[src/rtcrm_pkg.sv]
`default_nettype none
package rtcrm_pkg;
	// ---------------------------------------------------------------
	// Register offsets
	// ---------------------------------------------------------------
	localparam logic [3:0] RTCRM_SUBSECOND_COUNT   = 4'h0;
	localparam logic [3:0] RTCRM_SECONDS_COUNT     = 4'h1;
	localparam logic [3:0] RTCRM_MINUTES_COUNT     = 4'h2;
	localparam logic [3:0] RTCRM_HOURS_COUNT       = 4'h3;
	localparam logic [3:0] RTCRM_WEEKDAY_FREQ_SEL  = 4'h4;
	localparam logic [3:0] RTCRM_DATE_COUNT        = 4'h5;
	localparam logic [3:0] RTCRM_CENTURY_MONTH     = 4'h6;
	localparam logic [3:0] RTCRM_YEAR_COUNT        = 4'h7;
	localparam logic [3:0] RTCRM_CALIBRATION_CTRL  = 4'h8;
	localparam logic [3:0] RTCRM_WATCHDOG_CTRL     = 4'h9;
	localparam logic [3:0] RTCRM_ALARM_MONTH_CTRL  = 4'ha;
	localparam logic [3:0] RTCRM_ALARM_DATE        = 4'hb;
	localparam logic [3:0] RTCRM_ALARM_HOUR        = 4'hc;
	localparam logic [3:0] RTCRM_ALARM_MINUTE      = 4'hd;
	localparam logic [3:0] RTCRM_ALARM_SECOND      = 4'he;
	localparam logic [3:0] RTCRM_FLAG_STATUS       = 4'hf;
	localparam int         RTCRM_NUM_REGS          = 16;
	localparam int         RTCRM_NUM_CLOCK         = 8;
	localparam int         RTCRM_NUM_CTRL          = 7;
	// ---------------------------------------------------------------
	// Field positions
	// ---------------------------------------------------------------
	localparam int RTCRM_OSC_HALT_BIT      = 7;
	localparam int RTCRM_OSC_FAIL_IE_BIT   = 7;
	localparam int RTCRM_SQW_SEL_LSB       = 4;
	localparam int RTCRM_CENTURY_LSB       = 6;
	localparam int RTCRM_OUT_LEVEL_BIT     = 7;
	localparam int RTCRM_CAL_SIGN_BIT      = 5;
	localparam int RTCRM_WD_RES_MSB_BIT    = 7;
	localparam int RTCRM_WD_MULT_LSB       = 2;
	localparam int RTCRM_ALARM_IRQ_EN_BIT  = 7;
	localparam int RTCRM_SQW_EN_BIT        = 6;
	localparam int RTCRM_REPEAT_HI_BIT     = 7;
	localparam int RTCRM_REPEAT_LO_BIT     = 6;
	localparam int RTCRM_WD_FLAG_BIT       = 7;
	localparam int RTCRM_ALARM_FLAG_BIT    = 6;
	localparam int RTCRM_OSC_FAIL_BIT      = 2;
	// ---------------------------------------------------------------
	// Storable bits per register and reset value
	// ---------------------------------------------------------------
	localparam logic [15:0][7:0] RTCRM_WRITE_MASK = {
		8'h00, 8'hff, 8'hff, 8'hbf, 8'hff, 8'hdf, 8'hff, 8'hbf,
		8'hff, 8'hdf, 8'h3f, 8'hf7, 8'h3f, 8'hff, 8'hff, 8'h00};
	localparam logic [7:0] RTCRM_RESET_BYTE = 8'h00;
	localparam logic [7:0] RTCRM_SUBSEC_ZERO = 8'h00;
endpackage : rtcrm_pkg
`default_nettype wire

[src/rtcrm_register_map.sv]
`timescale 1ns/1ps
`default_nettype none
module rtcrm_register_map
	import rtcrm_pkg::*;
#(
	parameter int NUM_REGS = RTCRM_NUM_REGS
) (
	input  wire logic        core_clk,
	input  wire logic        rst_n,
	input  wire logic [3:0]  reg_addr,
	input  wire logic        reg_wr,
	input  wire logic [7:0]  reg_wdata,
	input  wire logic        reg_rd,
	input  wire logic        bus_stop,
	input  wire logic        count_valid,
	input  wire logic [63:0] count_values,
	input  wire logic        refresh_tick,
	input  wire logic        watchdog_expired_flag,
	input  wire logic        alarm_hit_flag,
	input  wire logic        osc_fail_flag,
	output logic      [7:0]  reg_rdata,
	output logic      [63:0] internal_time,
	output logic             divider_reset,
	output logic             irq_out,
	output logic             oscillator_halt,
	output logic             osc_fail_irq_enable,
	output logic      [3:0]  sqw_freq_select,
	output logic      [1:0]  century_bits,
	output logic             output_level,
	output logic             cal_sign,
	output logic      [4:0]  cal_magnitude,
	output logic      [4:0]  watchdog_multiplier,
	output logic      [2:0]  watchdog_resolution,
	output logic      [4:0]  alarm_repeat_select,
	output logic             alarm_irq_enable,
	output logic             square_wave_enable,
	output logic      [7:0]  alarm_month,
	output logic      [7:0]  alarm_date,
	output logic      [7:0]  alarm_hour,
	output logic      [7:0]  alarm_minute,
	output logic      [7:0]  alarm_second
);
	// ---------------------------------------------------------------
	// Elaboration check
	// ---------------------------------------------------------------
	if (NUM_REGS != RTCRM_NUM_REGS) begin : g_bad_regs
		$error("rtcrm_register_map serves exactly sixteen registers");
	end

	// ---------------------------------------------------------------
	// State
	// ---------------------------------------------------------------
	typedef struct packed {
		logic [7:0][7:0] user;
		logic [7:0][7:0] internal;
		logic [6:0][7:0] ctrl;
		logic            halt;
		logic [7:0]      rdata;
		logic            div_rst;
		logic            irq;
	} rtcrm_state_s;

	rtcrm_state_s q;
	rtcrm_state_s next_q;

	// ---------------------------------------------------------------
	// Helpers
	// ---------------------------------------------------------------
	// Address falls in the clock range 00h..07h
	function automatic logic rtcrm_is_clock(input logic [3:0] addr);
		rtcrm_is_clock = (addr[3] == 1'b0);
	endfunction : rtcrm_is_clock

	// Index of a control register 08h..0Eh
	function automatic logic [2:0] rtcrm_ctrl_idx(input logic [3:0] addr);
		rtcrm_ctrl_idx = addr[2:0];
	endfunction : rtcrm_ctrl_idx

	// Flags byte built from live status
	function automatic logic [7:0] rtcrm_flags(input logic wd_flag, input logic alarm_flag, input logic osc_flag);
		logic [7:0] f;
		f = 8'h00;
		f[RTCRM_WD_FLAG_BIT] = wd_flag;
		f[RTCRM_ALARM_FLAG_BIT] = alarm_flag;
		f[RTCRM_OSC_FAIL_BIT] = osc_flag;
		rtcrm_flags = f;
	endfunction : rtcrm_flags

	logic       wr_clock;
	logic       wr_ctrl;
	logic [7:0] wr_byte;

	// Write decode; fixed-zero bits are not stored
	always_comb begin
		wr_clock = reg_wr && rtcrm_is_clock(reg_addr);
		wr_ctrl = reg_wr && !rtcrm_is_clock(reg_addr) && (reg_addr != RTCRM_FLAG_STATUS);
		wr_byte = reg_wdata & RTCRM_WRITE_MASK[reg_addr];
	end

	// ---------------------------------------------------------------
	// Next state
	// ---------------------------------------------------------------
	always_comb begin
		next_q = q;
		next_q.div_rst = 1'b0;
		// Counter core delivers incremented internal values
		if (count_valid) begin
			next_q.internal = count_values;
		end
		// Simultaneous transfer unless a clock read holds it off
		if (refresh_tick && !q.halt) begin
			next_q.user = q.internal;
		end
		// Clock write sets both copies and restarts the divider
		if (wr_clock) begin
			next_q.user[reg_addr[2:0]] = wr_byte;
			next_q.internal[reg_addr[2:0]] = wr_byte;
			next_q.user[0] = RTCRM_SUBSEC_ZERO;
			next_q.internal[0] = RTCRM_SUBSEC_ZERO;
			next_q.div_rst = 1'b1;
		end
		// Control, calibration and alarm registers stored as written
		if (wr_ctrl) begin
			next_q.ctrl[rtcrm_ctrl_idx(reg_addr)] = wr_byte;
		end
		// Read data captured on the read strobe
		if (reg_rd) begin
			if (rtcrm_is_clock(reg_addr)) begin
				next_q.rdata = q.user[reg_addr[2:0]];
			end else if (reg_addr == RTCRM_FLAG_STATUS) begin
				next_q.rdata = rtcrm_flags(watchdog_expired_flag, alarm_hit_flag, osc_fail_flag);
			end else begin
				next_q.rdata = q.ctrl[rtcrm_ctrl_idx(reg_addr)];
			end
		end
		// Halt tracking; a new clock read wins over stop
		if (reg_rd && rtcrm_is_clock(reg_addr)) begin
			next_q.halt = 1'b1;
		end else if (bus_stop || !rtcrm_is_clock(reg_addr)) begin
			next_q.halt = 1'b0;
		end
		// Interrupt output from enabled flags
		next_q.irq = (q.user[RTCRM_MINUTES_COUNT[2:0]][RTCRM_OSC_FAIL_IE_BIT] && osc_fail_flag)
			|| (q.ctrl[RTCRM_ALARM_MONTH_CTRL[2:0]][RTCRM_ALARM_IRQ_EN_BIT] && alarm_hit_flag);
	end

	// ---------------------------------------------------------------
	// State register
	// ---------------------------------------------------------------
	always_ff @(posedge core_clk) begin
		if (!rst_n) begin
			q <= '0;
			q.rdata <= RTCRM_RESET_BYTE;
		end else begin
			q <= next_q;
		end
	end

	// ---------------------------------------------------------------
	// Outputs straight from state
	// ---------------------------------------------------------------
	assign reg_rdata = q.rdata;
	assign internal_time = q.internal;
	assign divider_reset = q.div_rst;
	assign irq_out = q.irq;
	// Clock-register control bits
	assign oscillator_halt = q.user[RTCRM_SECONDS_COUNT[2:0]][RTCRM_OSC_HALT_BIT];
	assign osc_fail_irq_enable = q.user[RTCRM_MINUTES_COUNT[2:0]][RTCRM_OSC_FAIL_IE_BIT];
	assign sqw_freq_select = q.user[RTCRM_WEEKDAY_FREQ_SEL[2:0]][RTCRM_SQW_SEL_LSB +: 4];
	assign century_bits = q.user[RTCRM_CENTURY_MONTH[2:0]][RTCRM_CENTURY_LSB +: 2];
	// Calibration fields, binary
	assign output_level = q.ctrl[0][RTCRM_OUT_LEVEL_BIT];
	assign cal_sign = q.ctrl[0][RTCRM_CAL_SIGN_BIT];
	assign cal_magnitude = q.ctrl[0][4:0];
	// Watchdog fields, binary
	assign watchdog_multiplier = q.ctrl[1][RTCRM_WD_MULT_LSB +: 5];
	assign watchdog_resolution = {q.ctrl[1][RTCRM_WD_RES_MSB_BIT], q.ctrl[1][1:0]};
	// Alarm repeat bits, highest number first
	assign alarm_repeat_select = {q.ctrl[3][RTCRM_REPEAT_LO_BIT], q.ctrl[3][RTCRM_REPEAT_HI_BIT],
		q.ctrl[4][RTCRM_REPEAT_HI_BIT], q.ctrl[5][RTCRM_REPEAT_HI_BIT], q.ctrl[6][RTCRM_REPEAT_HI_BIT]};
	assign alarm_irq_enable = q.ctrl[2][RTCRM_ALARM_IRQ_EN_BIT];
	assign square_wave_enable = q.ctrl[2][RTCRM_SQW_EN_BIT];
	// Alarm BCD values for the match logic
	assign alarm_month = q.ctrl[2];
	assign alarm_date = q.ctrl[3];
	assign alarm_hour = q.ctrl[4];
	assign alarm_minute = q.ctrl[5];
	assign alarm_second = q.ctrl[6];
endmodule : rtcrm_register_map
`default_nettype wire

[config.mk]
export PLATFORM = sky130hd
export DESIGN_NAME = rtcrm_register_map
export DESIGN_NICKNAME = d
export VERILOG_FILES = /design/src/rtcrm_pkg.sv /design/src/rtcrm_register_map.sv
export SDC_FILE = /design/constraint.sdc
export NUM_CORES = 1
export LEC_CHECK = 0
export ABC_AREA = 1
export BUFFER_PORTS_ARGS = -buffer_cell sky130_fd_sc_hd__buf_2
export CAP_MARGIN = 20
export CORE_ASPECT_RATIO = 0.7
export CORE_MARGIN = 2
export CORE_UTILIZATION = 49
export CTS_CLUSTER_SIZE = 10
export DETAILED_ROUTE_END_ITERATION = 6
export GPL_ROUTABILITY_DRIVEN = 0
export GPL_TIMING_DRIVEN = 0
export PLACE_DENSITY = 0.76
export SLEW_MARGIN = 10
export SYNTH_ARGS = -nofsm -noshare
export SYNTH_HDL_FRONTEND = slang
export SYNTH_SLANG_ARGS = --single-unit
[constraint.sdc]
create_clock -name core_clk -period 1.7 [get_ports core_clk]
set_input_delay 0.17 -clock core_clk [delete_from_list [all_inputs] [get_ports core_clk]]
set_output_delay 0.17 -clock core_clk [all_outputs]
set_load 0.005 [all_outputs]
==> impl_metrics.toml, run 1 <==
[yosys]
synth_edf_count = 0
synth_area_um2 = 10000
synth-async-reset-ratio = 0
ys_ff_latch = 195
avgSynthCellArea_um2 = 6.86
syn-num-nets = 1554
yosys_warnings = 0
synth.distinct_cells = 34
synth_top_flop_cell = "dfxtp_1"
syn_inst = 1464
ys_seq_area_frac = 0.389

[sta]
report.final.hold_viol_count = 0
skew_ns = 0.00918
period_minus_slack_ns = 1.69
slew_headroom = 0.490
setup_violations = 0
whs_ns = 0.00537
slew_viol_final = 0
worst_slew_pin_slew_ns = 0.765
fmax_mhz = 591
post-route-period-util = 0.995

[clock_tree]
cts_tree = "done"
cts_buffers = 17
cts_sinks = 195
cts_buffer_depth = 2
clockRootBuffer = "clkbuf_16"
clkSlewWorstSetupHoldPaths_ns = 0.08
htree_levels = 4
insertion_delay_ns = 0.45

[placement]
place_hpwl_mm = 26.9
portBuffers = 228
placed_cells = 1962

[floorplan]
rows = 43
die_w_um = 175
core_region_area_um2 = 20000
initial_core_util = 0.503
die_h_um = 124
dieArea_um2 = 21700
io_pins = 230

[layout]
synthToLayoutAreaGrowth_pct = 26.6
insertedDiodeCount = 0
drive_gt1_frac = 0.285
fill_cells = 1856
nNetsFinal = 1840
stdcell_count = 2032

[flow_run]
drv_cap = 0

[power]
p_sw_frac = 0.276
p_seq_frac = 0.447
comb_power_share = 0.157
pwr_density_cell_nw_per_um2 = 868
p_int_mw = 7.99
power_switching_mw = 3.05
power_frac_clock = 0.396
finalPower_mw = 11.0
p_leak_nw = 6.23
vdd_drop_max_mv = 0.600

[global_routing]
grt_pass1_vias = 9922
grt_first_pass_wirelength_mm = 55.0
grtUsageTotal = 0.333
grt-ovfl-total = 0
antenna_found_initial = 1
grt_max_degree = 21

[drt]
antenna_left = 0
drt-pass1-iter-count = 6
wire_per_inst_um = 18.1
drt_iter0_drc = 1719
viasPerCell = 5.52
wl_mm = 36.8
vias = 11200
drc = 0

[worst_setup_path]
critPathMaxFanout = 11
crit_path_end_kind = "flop"
required_ns = 2.08
arrival_ns = 2.08
startpoint_type = "input port"
worstSetupPathType = "input port to flop"

[hold_path]
min_path_type = "input port to flop"

[status]
status = "finished, final reports clean"
[path summary, 6_finish.rpt]
path	startpoint	end	slack [ns]	cells after the start
worst min register to register	q[164]	q[164]	0.47	2
worst max register to register	q[10]	q[182]	0.07	6
worst max-delay path	reg_addr[0]	alarm_hour[2]	0.009	10
worst min-delay path	count_values[9]	internal_time[9]	0.005	3
[power groups by stage]
stage	registers (mW)	logic [mW]	clock network, mW
after CTS	4.92	1.64	4.34
final	4.93	1.73	4.37
after global routing	4.95	1.86	4.49
after floorplan	4.96	0.959	0
after detailed placement	5.03	1.53	0
after global placement	5.02	1.51	0
[synth_stat cells (5+ instances only)]
master	number	area share
clkbuf_1	53	0.020
a211oi_1	14	0.010
nand2_1	492	0.18
inv_2	10	0.0037
o21ai_0	103	0.051
nor2_1	65	0.024
buf_2	13	0.0065
inv_1	70	0.026
nor2_4	11	0.012
nor2_2	5	0.0031
a31oi_1	41	0.026
a21oi_1	179	0.089
dfxtp_1	195	0.39
buf_4	148	0.11
nand3_1	27	0.013
o21ai_1	6	0.0030
[critical path: stages]
cell and delay, ns:
buf_2 0.19, inv_2 0.09, buf_8 0.16, buf_8 0.15
ha_2 0.20, nand3_2 0.09, nand2_4 0.13, nor2_4 0.31
clkinvlp_4 0.35, a21oi_2 0.23
[sequential cells by signal, summed over array words and instances, names as in the netlist, 2 cells and up]
register and cells:
q 58, internal_time 64, reg_rdata 8, alarm_minute 8, alarm_date 8, cal_magnitude 5
sqw_freq_select 4, alarm_second 8, watchdog_multiplier 5, watchdog_resolution 3, alarm_hour 8, century_bits 2
alarm_month 8
[cells in the final DEF, fill, tap and decap left out, types with 3 or more instances in the layout]
cell type      count
a211oi_1          14
a21oi_1          172
a21oi_2            9
a31oi_1           41
buf_1              3
buf_12             4
buf_2            239
buf_4            159
bufinv_16          4
clkbuf_1          50
clkbuf_16         17
clkbuf_2           5
clkinvlp_4         4
dfxtp_1          195
dlygate4sd3_1     24
ha_1               3
inv_1             66
inv_2              9
inv_6              4
nand2_1          492
nand3_1           26
nor2_1            63
nor2_4            17
o211ai_1           4
o21ai_0           92
o21ai_1           10
o21ai_2            9
[stage by stage]
stage | area [um2] | TNS [ns] | worst slack (ns) | util
global placement | 11600 | -96.59 | -0.840 | 0.579
detailed placement | 11600 | -101.80 | -0.850 | 0.579
finish | 12700 | 0 | 0.00911 | 0.637
floorplan | 10100 | 0 | 0.00315 | -
CTS | 12600 | 0 | 0.0148 | 0.631
global route | 12700 | -0.0167 | -0.0167 | 0.637
[timing repair]
action	CTS	global route
endpoints found under the setup margin	163	112
pin swaps	5	7
hold buffers	24	0
gates resized for setup	20	25
endpoints found under the hold margin	24	0
setup buffers	9	8
[per-layer routing]
metal | track usage | wire [um] | part of all wire
met5 | 0 | 13 | 0.00035
met4 | 0.123 | 1020 | 0.028
met1 | 0.483 | 15600 | 0.42
met2 | 0.479 | 15000 | 0.41
met3 | 0.0760 | 5200 | 0.14
[cells by family (layout without fill, tap and decap cells)]
family / after synthesis / in the layout / share of synthesized area
flops: 195 / 195 / 0.389
fa+ha+maj: 4 / 4 / 0.00498
buf+inv: 302 / 600 / 0.171
compound gates: 351 / 351 / 0.186
simple gates: 612 / 612 / 0.250
[cell type report]
| type | count | area [um2] | share of cell area |
|---|---|---|---|
| Clock inverter | 11 | 174 | 0.0137 |
| Sequential cell | 195 | 3900 | 0.307 |
| Multi-Input combinational cell | 967 | 4550 | 0.357 |
| Inverter | 83 | 332 | 0.0261 |
| Clock buffer | 20 | 447 | 0.0351 |
| Tap cell | 270 | 338 | 0.0266 |
| Timing Repair Buffer | 269 | 1550 | 0.122 |
| Buffer | 217 | 1430 | 0.112 |
Power figures use the tool's default switching activity.
==> run 2: changes to the inputs <==
Settings changed: CORE_MARGIN 2 to unset.
==> run 2 against run 1 <==
  * The flow now finishes with violations (design-rule violations, negative hold slack)
  * First-iteration DRC count shrank 14%
  * Critical path depth unchanged
  * Sequential power about the same
  * Utilization is 0.95 points lower
  * Global-route usage increased by 0.64 points
  * Clock skew about the same
  * Die area fell by 2.7%
  * Combinational power shrank 3%
  * Setup slack improved by 0.024 ns
  * Clock-buffer cell count fell by 1
  * Sequential share of layout area up 0.46 points
  * Cell count is 0.49% lower
  * Critical endpoint is now cal_magnitude[0]
  * Largest power group unchanged
==> impl_metrics.toml, run 2 (synthesis results as in run 1) <==
[status]
status = "complete, but fails checks"
violations = "design-rule violations, negative hold slack"

[layout]
nNetsFinal = 1829
synthToLayoutAreaGrowth_pct = 24.7
drive_gt1_frac = 0.278
final_area_um2 = 12500
final_core_util = 0.628
layout_commonest_cell = "nand2_1"
final_cell_mix = "nand2_1, buf_2, dfxtp_1, a21oi_1, buf_4"
largest_reg_flops = 64
fill_cells = 1821
stdcell_count = 2022

[worst_setup_path]
required_ns = 2.06
critPathMaxFanout = 20
reg2reg_depth = 6
crit_chain = "buf_2 > buf_4 > inv_2 > buf_6 > ha_1 > nand3_1 > nand2_4 > nor2_4 > inv_1 > a21oi_1"
crit_path_end_kind = "flop"
worstSetupPathType = "input port to flop"
startpoint_type = "input port"
r2r-end = "q[131]"
reg2reg_slack_ns = 0.10
arrival_ns = 2.03
cp_slowest_stage_delay_ns = 0.32
cp_slowest_cell = "nor2_4"
r2r_start = "q[10]"

[sta]
slew_headroom = 0.485
report.final.hold_viol_count = 2
slew_viol_final = 0
fin_ws_ns = 0.0326
fmax_mhz = 600
whs_ns = -0.00333
post-route-period-util = 0.981
setup_violations = 0
worst_slew_pin_slew_ns = 0.772
period_minus_slack_ns = 1.67
skew_ns = 0.00895
setup_tns_ns = 0

[placement]
portBuffers = 228
postPlaceCellArea_um2 = 11600
dpl_worst_slack_ns = -0.858
place_hpwl_mm = 26.7
placed_cells = 1962

[floorplan]
core_region_area_um2 = 20000
io_pins = 230
initial_core_util = 0.503
die_w_um = 173
die_h_um = 122
dieArea_um2 = 21100
rows = 43

[clock_tree]
cts_sinks = 195
htree_levels = 4
clockRootBuffer = "clkbuf_16"
cts_tree = "done"
cts_buffer_depth = 2
cts_buffers = 17
clkSlewWorstSetupHoldPaths_ns = 0.07
insertion_delay_ns = 0.45

[drt]
highest-signal-layer = "met5"
drc = 1
viasPerCell = 5.50
wire_per_inst_um = 17.9
route.met2.wl_mm = 14.6
antenna_left = 0
route.met3.wl_mm = 5.04
drt-pass1-iter-count = 7
wl_met1_mm = 15.5
wl_mm = 36.2
vias = 11100
drt_iter0_drc = 1479

[hold_path]
worstHoldStart = "count_values[16]"
hold_end = "internal_time[16]"
worstHoldPathCells = 3
min_path_type = "input port to flop"

[global_routing]
grtUsageTotal = 0.339
grt_first_pass_wirelength_mm = 54.6
antenna_found_initial = 2
grt_pass1_vias = 9914
grt-ovfl-total = 0
grt_max_degree = 21

[power]
vdd_drop_max_mv = 0.715
finalPower_mw = 10.8
pwr_density_cell_nw_per_um2 = 864
p_leak_nw = 6.17

[flow_run]
drv_cap = 0
-- run 2: cell count changes in the layout (fill, tap and decap cells not counted), sizes merged --
cell and change:
buf -6, inv +2, diode +1, clkbuf -1, bufinv -1, dlygate4sd3 -5
-- run 2: critical path: cells and delay by family --
kind                       cells  cell delay [ns]
buffers and inverters          5             0.79
adders and majority gates      1             0.24
and+or+nand+nor                3             0.59
AOI/OAI and AO/OA              1             0.23
-- run 2: worst max-delay path by stage --
stage           startpoint                endpoint  slack [ns]  depth (start not counted)
6_report       reg_addr[0]        cal_magnitude[0]        0.03                         10
5_1_grt        reg_addr[0]  watchdog_multiplier[2]       -0.01                         11
4_1_cts              q[10]                  q[134]     0.00007                          6
3_5_place_dp   reg_addr[0]           alarm_hour[3]       -0.86                         11
3_3_place_gp   reg_addr[0]  watchdog_multiplier[1]       -0.81                         11
2_1_floorplan  reg_addr[0]       internal_time[62]       0.003                         13
-- run 2: cell type report --
| class | instances | area (um2) | share of cell area |
|---|---|---|---|
| Multi-Input combinational cell | 967 | 4510 | 0.360 |
| Sequential cell | 195 | 3900 | 0.312 |
| Timing Repair Buffer | 258 | 1440 | 0.115 |
| Buffer | 217 | 1420 | 0.113 |
| Clock buffer | 19 | 443 | 0.0354 |
| Tap cell | 270 | 338 | 0.0270 |
| Inverter | 83 | 320 | 0.0256 |
| Clock inverter | 12 | 154 | 0.0123 |
| Antenna cell | 1 | 2.50 | 0.000200 |
-- run 2: layer usage --
layer / track usage / vias to the layer above
met5: 0 / -
met4: 0.130 / 2
met3: 0.101 / 98
met2: 0.482 / 823
met1: 0.479 / 5061
li1: - / 5134
-- run 2: power breakdown --
part           switching, mW  leakage, nW  internal [mW]
Combinational           1.00         4.29          0.683
Clock                   1.86        0.286           2.35
Sequential             0.171         1.59           4.77
Total                   3.03         6.17           7.80
-- run 2: timing repair --
action | CTS | global route
gates resized for setup | 16 | 8
gates cloned | 0 | 0
pin swaps | 2 | 4
hold buffers | 19 | 0
endpoints found under the hold margin | 19 | 0
setup endpoints to repair | 173 | 62
setup buffers | 2 | 9
